$ cat config.mk
export PLATFORM = sky130hd
export DESIGN_NAME = cis_intr_section
export DESIGN_NICKNAME = d
export VERILOG_FILES = /design/src/hdl/cis_intr_section.v /design/src/hdl/cis_sync.v /design/src/hdl/cis_prio_enc.v
export VERILOG_INCLUDE_DIRS = /design/src /design/src/include
export SDC_FILE = /design/constraint.sdc
export NUM_CORES = 1
export LEC_CHECK = 0
export ABC_AREA = 1
export BUFFER_PORTS_ARGS = -buffer_cell sky130_fd_sc_hd__buf_2
export CAP_MARGIN = 15
export CORE_AREA = 2 2 76 78
export DETAILED_ROUTE_END_ITERATION = 16
export DIE_AREA = 0 0 78 80
export GPL_TIMING_DRIVEN = 0
export PLACE_DENSITY_LB_ADDON = 0.08
export SLEW_MARGIN = 20
export SYNTH_ARGS = -nofsm -noshare
export SYNTH_HDL_FRONTEND = slang
export SYNTH_SLANG_ARGS = --single-unit
$ cat constraint.sdc
create_clock -name ref_clk -period 2.5 [get_ports ref_clk]
set_input_delay 0.25 -clock ref_clk [delete_from_list [all_inputs] [get_ports ref_clk]]
set_output_delay 0.25 -clock ref_clk [all_outputs]
set_load 0.005 [all_outputs]
$ cat src/include/cis_consts.vh
`ifndef CIS_CONSTS_VH
`define CIS_CONSTS_VH
// Functional notes
// - Six external inputs are level requests, unacknowledged.
// - Fixed vectors; no vector fetch performed.
// - No power-fail request source exists.
// - Request above current level raises microsequencer request.
// - Halt requests level 1F regardless of level.
// - System error requests level 1D, vector 60.
// - Device inputs 0-3 request levels 14-17.
// - Hard error ORs into system error; soft 1A.
// - Performance monitor requests 1B; cleared by write.
// - Interval timer expiry requests level 16.
// - Software bit n requests level n.
// - Microcode clears software bits by writing them.
// - Fixed priority order from halt to software 1.
// - Device 2 beats interval timer at 16.
// - Interrupt ID read onto operand read bus.
// - External inputs pass a two-stage synchronizer.
// - Internal requests set-reset; others level-held.
// - State register bit positions as listed.
// - No local copy of timer flag.
// - ID reads zero when nothing above level and no halt.
// - ID equals level; timer reports 1C.
// - Writing one to bit 24 clears timer.

// ----------------------------------------------------------------
// State register bit positions
// ----------------------------------------------------------------
`define CIS_BIT_HALT    31
`define CIS_BIT_SERIAL  30
`define CIS_BIT_SYSERR  29
`define CIS_BIT_PMON    28
`define CIS_BIT_SOFTERR 27
`define CIS_BIT_DEV3    26
`define CIS_BIT_DEV2    25
`define CIS_BIT_TIMER   24
`define CIS_BIT_DEV1    23
`define CIS_BIT_DEV0    22
`define CIS_ID_LSB      16
`define CIS_ID_MSB      20

// ----------------------------------------------------------------
// Request levels and interrupt IDs
// ----------------------------------------------------------------
`define CIS_LVL_HALT    5'h1f
`define CIS_LVL_SYSERR  5'h1d
`define CIS_LVL_PMON    5'h1b
`define CIS_LVL_SOFTERR 5'h1a
`define CIS_LVL_SERIAL  5'h18
`define CIS_LVL_DEV3    5'h17
`define CIS_LVL_DEV2    5'h16
`define CIS_LVL_TIMER   5'h16
`define CIS_ID_TIMER    5'h1c
`define CIS_LVL_DEV1    5'h15
`define CIS_LVL_DEV0    5'h14
`define CIS_ID_NONE     5'h00

// ----------------------------------------------------------------
// Vector offsets
// ----------------------------------------------------------------
`define CIS_VEC_NONE    8'h00
`define CIS_VEC_SYSERR  8'h60
`define CIS_VEC_SOFTERR 8'h54
`define CIS_VEC_TIMER   8'hc0
`define CIS_VEC_DEV0    8'hd0
`define CIS_VEC_SW1     8'h84
`define CIS_SYNC_STAGES 2
`endif

$ cat src/hdl/cis_intr_section.v
`include "cis_consts.vh"

// ----------------------------------------------------------------
// Interrupt section: request state, prioritizing, microcode access
// ----------------------------------------------------------------
module cis_intr_section (
  input  wire        ref_clk,
  input  wire        reset,
  input  wire [3:0]  deviceRequest,
  input  wire        haltRequest,
  input  wire        systemErrorRequest,
  input  wire        hardErrorEvent,
  input  wire        softErrorEvent,
  input  wire        serialLineEvent,
  input  wire        perfMonitorEvent,
  input  wire        intervalTimerRequest,
  input  wire [4:0]  priorityLevel,
  input  wire        stateWrite,
  input  wire [31:0] writeData,
  input  wire        stateRead,
  output reg  [31:0] operandReadBus,
  output wire        interruptRequest,
  output wire        haltRequestOut,
  output reg  [7:0]  dispatchVector
);

  // --------------------------------------------------------------
  // Synchronized external requests
  // --------------------------------------------------------------
  wire [5:0] extSync;
  wire       hardErrSync;

  cis_sync #(
    .WIDTH(6)
  ) uSync (
    .ref_clk (ref_clk),
    .reset   (reset),
    .asyncIn ({haltRequest, systemErrorRequest, deviceRequest}),
    .syncOut (extSync)
  );

  // --------------------------------------------------------------
  // State register storage
  // --------------------------------------------------------------
  reg  [5:0]  extLevel_q;
  reg         hardErr_q;
  reg         pmon_q;
  reg         softErr_q;
  reg         serial_q;
  reg         timer_q;
  reg  [15:1] swBits_q;
  wire [31:0] reqState;

  assign hardErrSync = hardErr_q;

  // External inputs follow their source level; no acknowledge exists.
  always @(posedge ref_clk) begin
    if (reset) begin
      extLevel_q <= 6'h00;
    end else begin
      extLevel_q <= extSync;
    end
  end

  // Set wins over a same-cycle clear on every set-reset flop.
  always @(posedge ref_clk) begin
    if (reset) begin
      hardErr_q <= 1'b0;
      pmon_q    <= 1'b0;
      softErr_q <= 1'b0;
      serial_q  <= 1'b0;
      timer_q   <= 1'b0;
    end else begin
      if (hardErrorEvent) begin
        hardErr_q <= 1'b1;
      end else if (stateWrite && writeData[`CIS_BIT_SYSERR]) begin
        hardErr_q <= 1'b0;
      end
      if (perfMonitorEvent) begin
        pmon_q <= 1'b1;
      end else if (stateWrite && writeData[`CIS_BIT_PMON]) begin
        pmon_q <= 1'b0;
      end
      if (softErrorEvent) begin
        softErr_q <= 1'b1;
      end else if (stateWrite && writeData[`CIS_BIT_SOFTERR]) begin
        softErr_q <= 1'b0;
      end
      if (serialLineEvent) begin
        serial_q <= 1'b1;
      end else if (stateWrite && writeData[`CIS_BIT_SERIAL]) begin
        serial_q <= 1'b0;
      end
      // The timer flag lives in the timer; only its request is kept.
      if (intervalTimerRequest) begin
        timer_q <= 1'b1;
      end else if (stateWrite && writeData[`CIS_BIT_TIMER]) begin
        timer_q <= 1'b0;
      end
    end
  end

  // Software bits take the written value whole.
  always @(posedge ref_clk) begin
    if (reset) begin
      swBits_q <= 15'h0000;
    end else if (stateWrite) begin
      swBits_q <= writeData[15:1];
    end
  end

  // There is no power-fail position anywhere in this register.
  assign reqState = {extLevel_q[5], serial_q,
                     extLevel_q[4] | hardErrSync,
                     pmon_q, softErr_q,
                     extLevel_q[3], extLevel_q[2], timer_q,
                     extLevel_q[1], extLevel_q[0],
                     6'h00, swBits_q, 1'b0};

  // --------------------------------------------------------------
  // Interrupt generation
  // --------------------------------------------------------------
  wire       anyReq;
  wire [4:0] reqLevel;
  wire [4:0] reqId;
  wire [7:0] reqVector;
  wire       haltWin;
  wire       aboveLevel;
  wire [4:0] readId;

  cis_prio_enc uEnc (
    .reqState  (reqState),
    .anyReq    (anyReq),
    .reqLevel  (reqLevel),
    .reqId     (reqId),
    .reqVector (reqVector),
    .haltWin   (haltWin)
  );

  // Halt ignores the current level, even when it is already 1F.
  assign aboveLevel = anyReq && (reqLevel > priorityLevel);
  assign interruptRequest = aboveLevel || haltWin;
  assign haltRequestOut   = haltWin;

  // A request that dropped away before the read yields a zero ID.
  assign readId = interruptRequest ? reqId : `CIS_ID_NONE;

  // --------------------------------------------------------------
  // Read path; write-one-to-clear fields read back as zero
  // --------------------------------------------------------------
  always @(posedge ref_clk) begin
    if (reset) begin
      operandReadBus <= 32'h00000000;
      dispatchVector <= `CIS_VEC_NONE;
    end else begin
      dispatchVector <= interruptRequest ? reqVector : `CIS_VEC_NONE;
      if (stateRead) begin
        operandReadBus <= {11'h000, readId, swBits_q, 1'b0};
      end else begin
        operandReadBus <= 32'h00000000;
      end
    end
  end

endmodule // cis_intr_section

$ cat src/hdl/cis_sync.v
`include "cis_consts.vh"

// Two-flop synchronizer for a bank of asynchronous level inputs.
module cis_sync #(
  parameter WIDTH = 6
) (
  input  wire             ref_clk,
  input  wire             reset,
  input  wire [WIDTH-1:0] asyncIn,
  output wire [WIDTH-1:0] syncOut
);

  reg [WIDTH-1:0] meta_q;
  reg [WIDTH-1:0] stable_q;

  always @(posedge ref_clk) begin
    if (reset) begin
      meta_q   <= {WIDTH{1'b0}};
      stable_q <= {WIDTH{1'b0}};
    end else begin
      meta_q   <= asyncIn;
      stable_q <= meta_q;
    end
  end

  assign syncOut = stable_q;

endmodule // cis_sync

$ cat src/hdl/cis_prio_enc.v
`include "cis_consts.vh"

// Priority encoder over the state register request bits.
module cis_prio_enc (
  input  wire [31:0] reqState,
  output reg         anyReq,
  output reg  [4:0]  reqLevel,
  output reg  [4:0]  reqId,
  output reg  [7:0]  reqVector,
  output reg         haltWin
);

  integer i;

  always @* begin
    anyReq    = 1'b1;
    haltWin   = 1'b0;
    reqLevel  = `CIS_ID_NONE;
    reqId     = `CIS_ID_NONE;
    reqVector = `CIS_VEC_NONE;
    // Highest first; device 2 is tested before the timer.
    if (reqState[`CIS_BIT_HALT]) begin
      reqLevel = `CIS_LVL_HALT;
      haltWin  = 1'b1;
    end else if (reqState[`CIS_BIT_SYSERR]) begin
      reqLevel  = `CIS_LVL_SYSERR;
      reqVector = `CIS_VEC_SYSERR;
    end else if (reqState[`CIS_BIT_PMON]) begin
      reqLevel = `CIS_LVL_PMON;
    end else if (reqState[`CIS_BIT_SOFTERR]) begin
      reqLevel  = `CIS_LVL_SOFTERR;
      reqVector = `CIS_VEC_SOFTERR;
    end else if (reqState[`CIS_BIT_SERIAL]) begin
      reqLevel = `CIS_LVL_SERIAL;
    end else if (reqState[`CIS_BIT_DEV3]) begin
      reqLevel  = `CIS_LVL_DEV3;
      reqVector = `CIS_VEC_DEV0 + 8'h0c;
    end else if (reqState[`CIS_BIT_DEV2]) begin
      reqLevel  = `CIS_LVL_DEV2;
      reqVector = `CIS_VEC_DEV0 + 8'h08;
    end else if (reqState[`CIS_BIT_TIMER]) begin
      reqLevel  = `CIS_LVL_TIMER;
      reqVector = `CIS_VEC_TIMER;
    end else if (reqState[`CIS_BIT_DEV1]) begin
      reqLevel  = `CIS_LVL_DEV1;
      reqVector = `CIS_VEC_DEV0 + 8'h04;
    end else if (reqState[`CIS_BIT_DEV0]) begin
      reqLevel  = `CIS_LVL_DEV0;
      reqVector = `CIS_VEC_DEV0;
    end else begin
      anyReq = 1'b0;
      for (i = 1; i <= 15; i = i + 1) begin
        if (reqState[i]) begin
          anyReq    = 1'b1;
          reqLevel  = i[4:0];
          reqVector = `CIS_VEC_SW1 + {i[5:0] - 6'd1, 2'b00};
        end
      end
    end
    // Fixed vectors only; the ID equals the level except for the timer.
    reqId = reqLevel;
    if (anyReq && reqLevel == `CIS_LVL_TIMER &&
        !reqState[`CIS_BIT_DEV2]) begin
      reqId = `CIS_ID_TIMER;
    end
  end

endmodule // cis_prio_enc

* Word-level counts from Yosys, hierarchy flattened
Cells that the tools add are included.
Widths: inputs -> output; s select.
** Word-level totals
- Logic and storage cells :: 130
- Register bits after elaboration :: 78
- Output and inout port bits :: 42
- Input port bits :: 52
** Cells by class
- Magnitude comparators :: 1
- Muxes and demuxes :: 86
- Eq/ne operators :: 1
- Reductions and logical operators :: 22
- Bitwise logic cells :: 3
** Operators by type and width (number)
- $mux 8 :: 20
- $mux 5 :: 11
- $mux 1 :: 37
- $mux 4 :: 8
- $mux 7 :: 4
- $reduce_or 26->1 :: 1
- $mux 3 :: 4
- $reduce_bool 2->1 :: 5
- $logic_and 1x1->1 :: 8
- $reduce_or 7->1 :: 1
- $reduce_or 3->1 :: 2
- $eq 5x5->1 const B :: 1
- $gt 5x5->1 :: 1
- $reduce_or 5->1 :: 1
- $mux 2 :: 2
- $reduce_or 4->1 :: 1
- $not 1->1 :: 2
- $reduce_or 2->1 :: 1
- $logic_not 1->1 :: 1
- $logic_or 1x1->1 :: 1
- $or 1x1->1 :: 1

* Longest topological paths before layout
Gate-level depths: netlist of the first run.
- Depth in word-level cells :: 30
- Depth in mapped cells :: 32
- Depth with buffers taken out :: 32

* Modules after synthesis
From an unflattened synthesis of the first run, not the netlist that was laid out.
** Unflattened totals
- Cell total of the unflattened synthesis :: 373
- Area total of the unflattened synthesis :: 2787.7 um^2
** Modules (own cells, without submodules)
- cis_intr_section :: area each 1943.1 um^2, times used 1, cells each 219, sequential area each 1081.0 um^2
- cis_prio_enc :: area each 503.0 um^2, times used 1, cells each 117, sequential area each 0.0 um^2
- cis_sync :: area each 341.6 um^2, times used 1, cells each 37, sequential area each 240.2 um^2

* Worst setup path after synthesis of the first run
Ideal clock, no wire load.
- Path kind :: reg-to-reg
- Start :: register swBits_q[2] (netlist bit)
- End :: register operandReadBus[17]
- Stages on the path, launching flop included :: 33
- Clock period less this slack :: 2.304 ns
- Arrival :: 2.195 ns
- Slack :: 0.196 ns
- Setup time :: 0.109 ns
- Path buffers :: 0
- Data required time :: 2.391 ns
- Cell sequence :: dfxtp_1 inv_2 nand2_1 nand2_1 nand2_1 nand2_1 nand2_1 nand2_1 nand2_1 nand2_1 nand2_1 nand2_1 nand2_1 nand2_1 nand2_1 nand2_1 nand2_1 nand2_1 nand2_1 nand2_2 nand3_2 nand2_1 inv_2 ha_1 inv_1 o221ai_1 nand2_1 nand2_2 inv_2 nand2_4 nor2_1 nand2_1 inv_1
** On the way
- Longest elaborated chain between the ends :: 29
- Elaborated cells between the ends (all ways) :: 56
- Those cells by class :: order compare: 1; eq/ne: 1; mux: 48; bitwise: 1; reduce/logical: 5
** RTL lines
- from (decl) :: RTL line cis_intr_section.v:51 : reg [15:1] swBits_q;
- from (signal assigned) :: RTL line cis_intr_section.v:108 : swBits_q <= writeData[15:1];
- $mux 2 (2 in series) :: RTL line cis_prio_enc.v:53 : if (reqState[i]) begin
- $mux 3 (4 in series) :: RTL line cis_prio_enc.v:53
- $mux 4 (8 in series) :: RTL line cis_prio_enc.v:53
- $mux 5 :: RTL line cis_prio_enc.v:47 : end else if (reqState[`CIS_BIT_DEV0]) begin
- $mux 5 :: RTL line cis_prio_enc.v:44 : end else if (reqState[`CIS_BIT_DEV1]) begin
- $mux 5 :: RTL line cis_prio_enc.v:41 : end else if (reqState[`CIS_BIT_TIMER]) begin
- $mux 5 :: RTL line cis_prio_enc.v:38 : end else if (reqState[`CIS_BIT_DEV2]) begin
- $mux 5 :: RTL line cis_prio_enc.v:35 : end else if (reqState[`CIS_BIT_DEV3]) begin
- (+3 left out)
- $mux 5 :: RTL line cis_prio_enc.v:25 : end else if (reqState[`CIS_BIT_SYSERR]) begin
- $mux 5 :: RTL line cis_prio_enc.v:22 : if (reqState[`CIS_BIT_HALT]) begin
- $gt 5x5->1 :: RTL line cis_intr_section.v:141 : assign aboveLevel = anyReq && (reqLevel > priorityLevel);
- $logic_and 1x1->1 (*) :: RTL line cis_intr_section.v:141
- $logic_or 1x1->1 (*) :: RTL line cis_intr_section.v:142 : assign interruptRequest = aboveLevel || haltWin;
- net interruptRequest :: RTL line cis_intr_section.v:22 : output wire interruptRequest,
- $not 1->1 (no source line) (*)
- $reduce_or 4->1 (no source line) (*)
- to (signal assigned) :: RTL line cis_intr_section.v:158 : operandReadBus <= {11'h000, readId, swBits_q, 1'b0};
- to (decl) :: RTL line cis_intr_section.v:21 : output reg [31:0] operandReadBus,
The timed path passes the listed nets; every way through them passes the cells marked *.
A chain may end at the register's enable or synchronous reset.

* Worst setup path after layout of the first run
- Start :: register hardErr_q (netlist: hardErrSync)
- End :: output interruptRequest
** On the way
- Longest elaborated chain between the ends :: 6
- Elaborated cells between the ends (all ways) :: 8
- Those cells by class :: order compare: 1; mux: 4; bitwise: 1; reduce/logical: 2
** RTL lines
- from (decl) :: RTL line cis_intr_section.v:46 : reg hardErr_q;
- from (signal assigned) :: RTL line cis_intr_section.v:68 : hardErr_q <= 1'b0;
- from (signal assigned) :: RTL line cis_intr_section.v:75 : hardErr_q <= 1'b1;
- from (signal assigned) :: RTL line cis_intr_section.v:77 : hardErr_q <= 1'b0;
- $or 1x1->1 (*) :: RTL line cis_intr_section.v:114 : extLevel_q[4] | hardErrSync,
- $mux 5 :: RTL line cis_prio_enc.v:25
- $mux 5 :: RTL line cis_prio_enc.v:22
- $gt 5x5->1 :: RTL line cis_intr_section.v:141
- $logic_and 1x1->1 (*) :: RTL line cis_intr_section.v:141
- $logic_or 1x1->1 (*) :: RTL line cis_intr_section.v:142
- to (decl) :: RTL line cis_intr_section.v:22
Every way passes the cells marked *; elsewhere a longest branch is shown, timed or not.

==> results of run 1 <==
==> synthesized netlist by cell type (all sizes together) <==
| cell type | number | area [µm²] |
|---|---|---|
| dfxtp | 64 | 1280 |
| nor2 | 60 | 235 |
| inv | 59 | 221 |
| nand2 | 47 | 191 |
| a21oi | 29 | 149 |
| o21ai | 18 | 90.1 |
| buf | 14 | 105 |
| clkbuf | 7 | 26.3 |
| nand3 | 6 | 40.0 |
| ha | 5 | 62.6 |
| nor4 | 4 | 25.0 |
| nor3 | 3 | 26.3 |
| o221ai | 2 | 17.5 |
| and2 | 1 | 8.76 |
| conb | 1 | 3.75 |
| nand4 | 1 | 6.26 |
| o21a | 1 | 7.51 |
| or2 | 1 | 6.26 |
==> worst paths after layout <==
kind,from,end,slack [ns],cells past startpoint
worst max-delay path,hardErrSync,interruptRequest,-0.35,12
worst min-delay path,systemErrorRequest,uSync.meta_q[4],0.11,3
worst max register to register,hardErrSync,operandReadBus[17],-0.31,19
worst min register to register,uSync.meta_q[2],uSync.syncOut[2],0.40,2
==> routing by layer <==
layer  up-vias  global-route usage [%]
met2        62                    26.7
met1       911                    20.6
met3        11                    5.66
met4         0                    10.7
met5         -                       0
li1       1163                       -
==> registers in the layout, indices dropped and copies added, names as in the netlist <==
name and count:
hardErrSync 1, uSync.syncOut 6, serial_q 1, operandReadBus 20, timer_q 1, softErr_q 1
swBits_q 15, extLevel_q 6, pmon_q 1, dispatchVector 6, uSync.meta_q 6
==> area by class of cell <==
class / instances / area (µm²) / share of cell area, %
Multi-Input combinational cell: 192 / 1010 / 29.8
Tap cell: 72 / 90.1 / 2.65
Inverter: 59 / 226 / 6.66
Clock buffer: 9 / 124 / 3.64
Sequential cell: 64 / 1290 / 37.8
Buffer: 21 / 131 / 3.86
Timing Repair Buffer: 76 / 410 / 12.1
Clock inverter: 7 / 120 / 3.53
==> cell families (layout without fill, tap and decap cells) <==
kind of cell	count (synthesis)	in the layout	share of synthesized area, %
buf+inv	80	172	14.1
compound gates	50	50	10.5
other cells	1	14	0.150
simple gates	123	123	21.5
flops	64	64	51.2
fa+ha+maj	5	5	2.50
==> worst max-delay path: stages (launching register included) <==
cell	delay [ns]
dfxtp_1	0.32
nor2_2	0.16
inv_1	0.09
nor2_1	0.26
nand2_1	0.18
nor2_1	0.19
inv_1	0.07
ha_1	0.31
nand4_1	0.17
o221ai_2	0.20
o221ai_2	0.11
nand2_1	0.10
buf_2	0.12
==> power by group through the flow <==
stage	combinational, mW	sequential, mW	clock [mW]
6_report	0.375	1.10	1.07
5_1_grt	0.426	1.11	1.13
4_1_cts	0.340	1.10	1.09
3_5_place_dp	0.309	1.12	0
3_3_place_gp	0.307	1.12	0
2_1_floorplan	0.210	1.12	0
==> timing repair <==
item,in CTS,in global routing
resized for setup,13,15
pin swaps,5,8
hold buffers,0,0
buffers inserted,5,4
setup endpoints to repair,12,12
==> results.sh, run 1 <==
export IMPL_outcome="finished with violations"
export IMPL_violations="negative setup slack"
export IMPL_finalNonFillerCells=500
export IMPL_placed_cells=475
export IMPL_period_share_pct=114
export IMPL_critPathLaunchType="register"
export IMPL_slew_viol_final=0
export IMPL_internal_power_mw=1.91
export IMPL_leakage_nw=1.74
export IMPL_met2_length_um=2360
export IMPL_avgSynthCellArea_um2=7.75
export IMPL_setup_tns_ns=-2.88
export IMPL_wirelength_um=5110
export IMPL_seq_area_frac_synth_pct=51.2
export IMPL_synth_seq_cells=64
export IMPL_area_delta_synth_final_pct=35.9
export IMPL_tritoncts="built"
export IMPL_topRoutingLayerUsed="met4"
export IMPL_pre_cts_ws_ns=-0.244
export IMPL_cts_sinks=64
export IMPL_clock_root_buffer="clkbuf_8"
export IMPL_ys_warn_count=0
export IMPL_wl_met1_um=2320
export IMPL_initial_core_util_pct=46.3
export IMPL_track_usage_pct=17.2
export IMPL_crit_type="register to output pin"
export IMPL_place_area_um2=2980
export IMPL_final_nets=480
export IMPL_antenna_found_initial=0
export IMPL_crit_required_ns=2.25
export IMPL_crit_arrival_ns=2.60
export IMPL_die_area_um2=6240
export IMPL_worst_slack_ns=-0.352
export IMPL_core_um2=5410
export IMPL_grt_pass1_vias=1949
export IMPL_seqPwrFrac_pct=43.3
export IMPL_fillers=505
export IMPL_final_cell_mix="67 x buf_2, 60 x dfxtp_1, 52 x nor2_1, 47 x inv_1, 40 x nand2_1"
export IMPL_first_pass_iters=4
export IMPL_vias=2147
export IMPL_worstSkewPairLatency_ns=0.34
export IMPL_yosysUniqueCellTypes=26
export IMPL_htree_levels=3
export IMPL_finalSetupViolCount=12
export IMPL_rsz0062_at_grt="true"
export IMPL_hold_slack_ns=0.106
export IMPL_pwr_share_clk_pct=41.9
export IMPL_period_needed_ns=2.85
export IMPL_cts_buffer_depth=2
export IMPL_drt_wirelength_per_cell_um=10.2
export IMPL_drive_gt1_share_pct=34.8
export IMPL_numCtsBuffers=9
export IMPL_drt_iter0_drc=40
export IMPL_grt_max_degree=13
export IMPL_wl_met3_um=302
export IMPL_die_h_um=80
export IMPL_p_sw_share_pct=24.9
export IMPL_clkTransAtPathRegs_ns=0.07
export IMPL_worstSetupEndpointType="output pin"
export IMPL_synth_area_um2=2500
export IMPL_path_max_fanout=4
export IMPL_p_total_mw=2.54
export IMPL_drc=0
export IMPL_io_buffer_count=67
export IMPL_fmax_mhz=351
export IMPL_hpwl_um=3700
export IMPL_cap_violations=0
export IMPL_final_area_um2=3400
export IMPL_peakVddDrop_uv=363
export IMPL_p_per_area_nw_per_um2=747
export IMPL_fin_worst_skew_ns=0.00663
export IMPL_p_sw_uw=634
export IMPL_final_common_cell="buf_2"
export IMPL_pwr_share_comb_pct=14.7
export IMPL_hp_class="input port to register"
export IMPL_postSynthCellCount=323
export IMPL_hold_viol_final=0
export IMPL_row_count=27
export IMPL_io_pin_count=94
export IMPL_antenna_cells=0
export IMPL_vias_per_cell=4.29
export IMPL_post_route_util_pct=62.9
export IMPL_grt_first_pass_wirelength_um=8210
export IMPL_dieWidth_um=78
export IMPL_grt_overflow_total=0
export IMPL_ant_nets=0
export IMPL_gp_congestion=0.836
Power figures use the tool's default switching activity.
==> run 2, diff against run 1 <==
--- a/config.mk
+++ b/config.mk
@@ -9,9 +9,10 @@
 export ABC_AREA = 1
 export BUFFER_PORTS_ARGS = -buffer_cell sky130_fd_sc_hd__buf_2
 export CAP_MARGIN = 15
-export CORE_AREA = 2 2 76 78
+export CORE_AREA = 2 2 74 76
+export CTS_BUF_LIST = sky130_fd_sc_hd__clkbuf_2
 export DETAILED_ROUTE_END_ITERATION = 16
-export DIE_AREA = 0 0 78 80
+export DIE_AREA = 0 0 76 78
 export GPL_TIMING_DRIVEN = 0
 export PLACE_DENSITY_LB_ADDON = 0.08
 export SLEW_MARGIN = 20
==> constraint.sdc (replaced) <==
create_clock -name ref_clk -period 2.5 [get_ports ref_clk]
set_input_delay 0.375 -clock ref_clk [delete_from_list [all_inputs] [get_ports ref_clk]]
set_output_delay 0.375 -clock ref_clk [all_outputs]
set_load 0.005 [all_outputs]
==> results.sh, run 2 (synthesized netlist as in run 1, its figures left out) <==
export IMPL_antenna_found_initial=0
export IMPL_fillers=437
export IMPL_cts_sinks=64
export IMPL_leakage_nw=1.74
export IMPL_row_count=26
export IMPL_p_sw_uw=601
export IMPL_die_area_um2=5930
export IMPL_tritoncts="built"
export IMPL_finalNonFillerCells=504
export IMPL_path_max_fanout=3
export IMPL_die_h_um=78
export IMPL_peakVddDrop_uv=294
export IMPL_pwr_share_comb_pct=17.4
export IMPL_seqPwrFrac_pct=48.1
export IMPL_final_common_cell="buf_2"
export IMPL_multiInputGateArea_um2=1040
export IMPL_pre_cts_ws_ns=-0.215
export IMPL_drc=0
export IMPL_p_per_area_nw_per_um2=678
export IMPL_cap_violations=0
export IMPL_dieWidth_um=76
export IMPL_drive_gt1_share_pct=37.1
export IMPL_top_register="operandReadBus"
export IMPL_htree_levels=3
export IMPL_worstSkewPairLatency_ns=0.48
export IMPL_io_buffer_count=67
export IMPL_r2r_end="operandReadBus[17]"
export IMPL_internal_power_mw=1.69
export IMPL_post_route_util_pct=67.0
export IMPL_wirelength_um=5220
export IMPL_track_usage_pct=18.7
export IMPL_numCtsBuffers=9
export IMPL_gp_congestion=0.841
export IMPL_grt_first_pass_wirelength_um=8670
export IMPL_hp_class="input port to register"
export IMPL_clock_root_buffer="clkbuf_2"
export IMPL_antenna_cells=0
export IMPL_setup_tns_ns=-2.08
export IMPL_crit_arrival_ns=2.77
export IMPL_final_cell_mix="67 x buf_2, 59 x dfxtp_1, 51 x nor2_1, 47 x inv_1, 39 x nand2_1"
export IMPL_critPathLaunchType="register"
export IMPL_reg2reg_depth=21
export IMPL_rsz0062_at_grt="true"
export IMPL_regToRegSetupSlack_ns=-0.22
export IMPL_top_regs="operandReadBus x20, swBits_q x15"
export IMPL_p_sw_share_pct=26.2
export IMPL_crit_required_ns=2.12
export IMPL_r2r_start="swBits_q[2]"
export IMPL_crit_type="register to output pin"
export IMPL_p_total_mw=2.29
export IMPL_period_share_pct=126
export IMPL_whs_path_depth=3
export IMPL_fmax_mhz=318
export IMPL_area_delta_synth_final_pct=34.9
export IMPL_violations="negative setup slack"
export IMPL_hpwl_um=3620
export IMPL_fin_worst_skew_ns=0.0201
export IMPL_outcome="finished with violations"
export IMPL_tightest_slew_ns=0.591
export IMPL_largest_reg_flops=20
export IMPL_grt_pass1_vias=2041
export IMPL_worst_slack_ns=-0.642
export IMPL_slew_headroom_pct=60.6
export IMPL_clkTransAtPathRegs_ns=0.17
export IMPL_grt_overflow_total=0
export IMPL_placed_cells=473
export IMPL_grt_max_degree=12
export IMPL_hold_slack_ns=0.0742
export IMPL_first_pass_iters=6
export IMPL_hold_buffers=0
export IMPL_cts_buffer_depth=2
export IMPL_io_pin_count=94
export IMPL_drt_wirelength_per_cell_um=10.4
export IMPL_final_nets=486
export IMPL_ant_nets=0
export IMPL_core_um2=5040
export IMPL_pwr_share_clk_pct=34.5
export IMPL_hold_viol_final=0
export IMPL_worstSetupEndpointType="output pin"
export IMPL_vias=2224
export IMPL_ff_latch_area_um2=1290
export IMPL_drt_iter0_drc=157
export IMPL_place_area_um2=2980
export IMPL_finalSetupViolCount=12
export IMPL_vias_per_cell=4.41
export IMPL_slew_viol_final=0
export IMPL_min_from="deviceRequest[2]"
export IMPL_initial_core_util_pct=49.7
export IMPL_period_needed_ns=3.14
export IMPL_worst_hold_path_endpoint="uSync.meta_q[2]"
export IMPL_final_area_um2=3380
[run 2: cell types whose count changed in the layout (fill, tap and decap cells not counted), sizes merged]
cell	delta
buf	+6
clkinvlp	-1
clkbuf	+1
[run 2: worst max-delay path by stage]
| stage | start | endpoint | slack (ns) |
|---|---|---|---|
| after detailed placement | swBits_q[4] | interruptRequest | -0.21 |
| final | swBits_q[2] | interruptRequest | -0.64 |
| after global routing | swBits_q[2] | interruptRequest | -0.86 |
| after global placement | swBits_q[4] | interruptRequest | -0.23 |
| after floorplan | swBits_q[2] | operandReadBus[17] | 0.20 |
| after CTS | swBits_q[3] | interruptRequest | -0.58 |
[run 2: cell type report]
| type | count | area share [%] |
|---|---|---|
| inverter | 59 | 6.70 |
| sequential | 64 | 38.1 |
| tap | 70 | 2.59 |
| clock buffer | 10 | 1.48 |
| clock inverter | 6 | 3.19 |
| buffer | 21 | 3.89 |
| timing repair buffer | 82 | 13.3 |
| multi-input combinational | 192 | 30.8 |
[run 2: timing repair]
action	in CTS	in global routing
resized for setup	21	11
setup endpoints to repair	12	12
setup buffers	13	3
pin swaps	9	8
[run 2: power groups by stage]
| stage | Clock, mW | Combinational [mW] | Sequential, mW |
|---|---|---|---|
| 6_report | 0.790 | 0.399 | 1.10 |
| 5_1_grt | 0.865 | 0.446 | 1.11 |
| 4_1_cts | 0.802 | 0.369 | 1.10 |
| 3_5_place_dp | 0 | 0.310 | 1.12 |
| 3_3_place_gp | 0 | 0.306 | 1.12 |
| 2_1_floorplan | 0 | 0.210 | 1.12 |
[run 2: worst max-delay path, stage by stage (launching register included)]
cell and delay [ns]:
dfxtp_2 0.35, inv_2 0.06, buf_4 0.10, nand2_2 0.06, buf_4 0.13, buf_4 0.12, buf_4 0.13, buf_4 0.13
buf_4 0.12, buf_4 0.12, buf_4 0.12, nor4_1 0.27, nand3_1 0.18, o221ai_2 0.18, nand2_1 0.09, buf_2 0.14
[run 2: routing by layer]
layer	GRT usage, %	wire length [µm]
met5	0	0
met3	6.16	309
met1	22.1	2310
met2	31.0	2480
met4	8.18	126
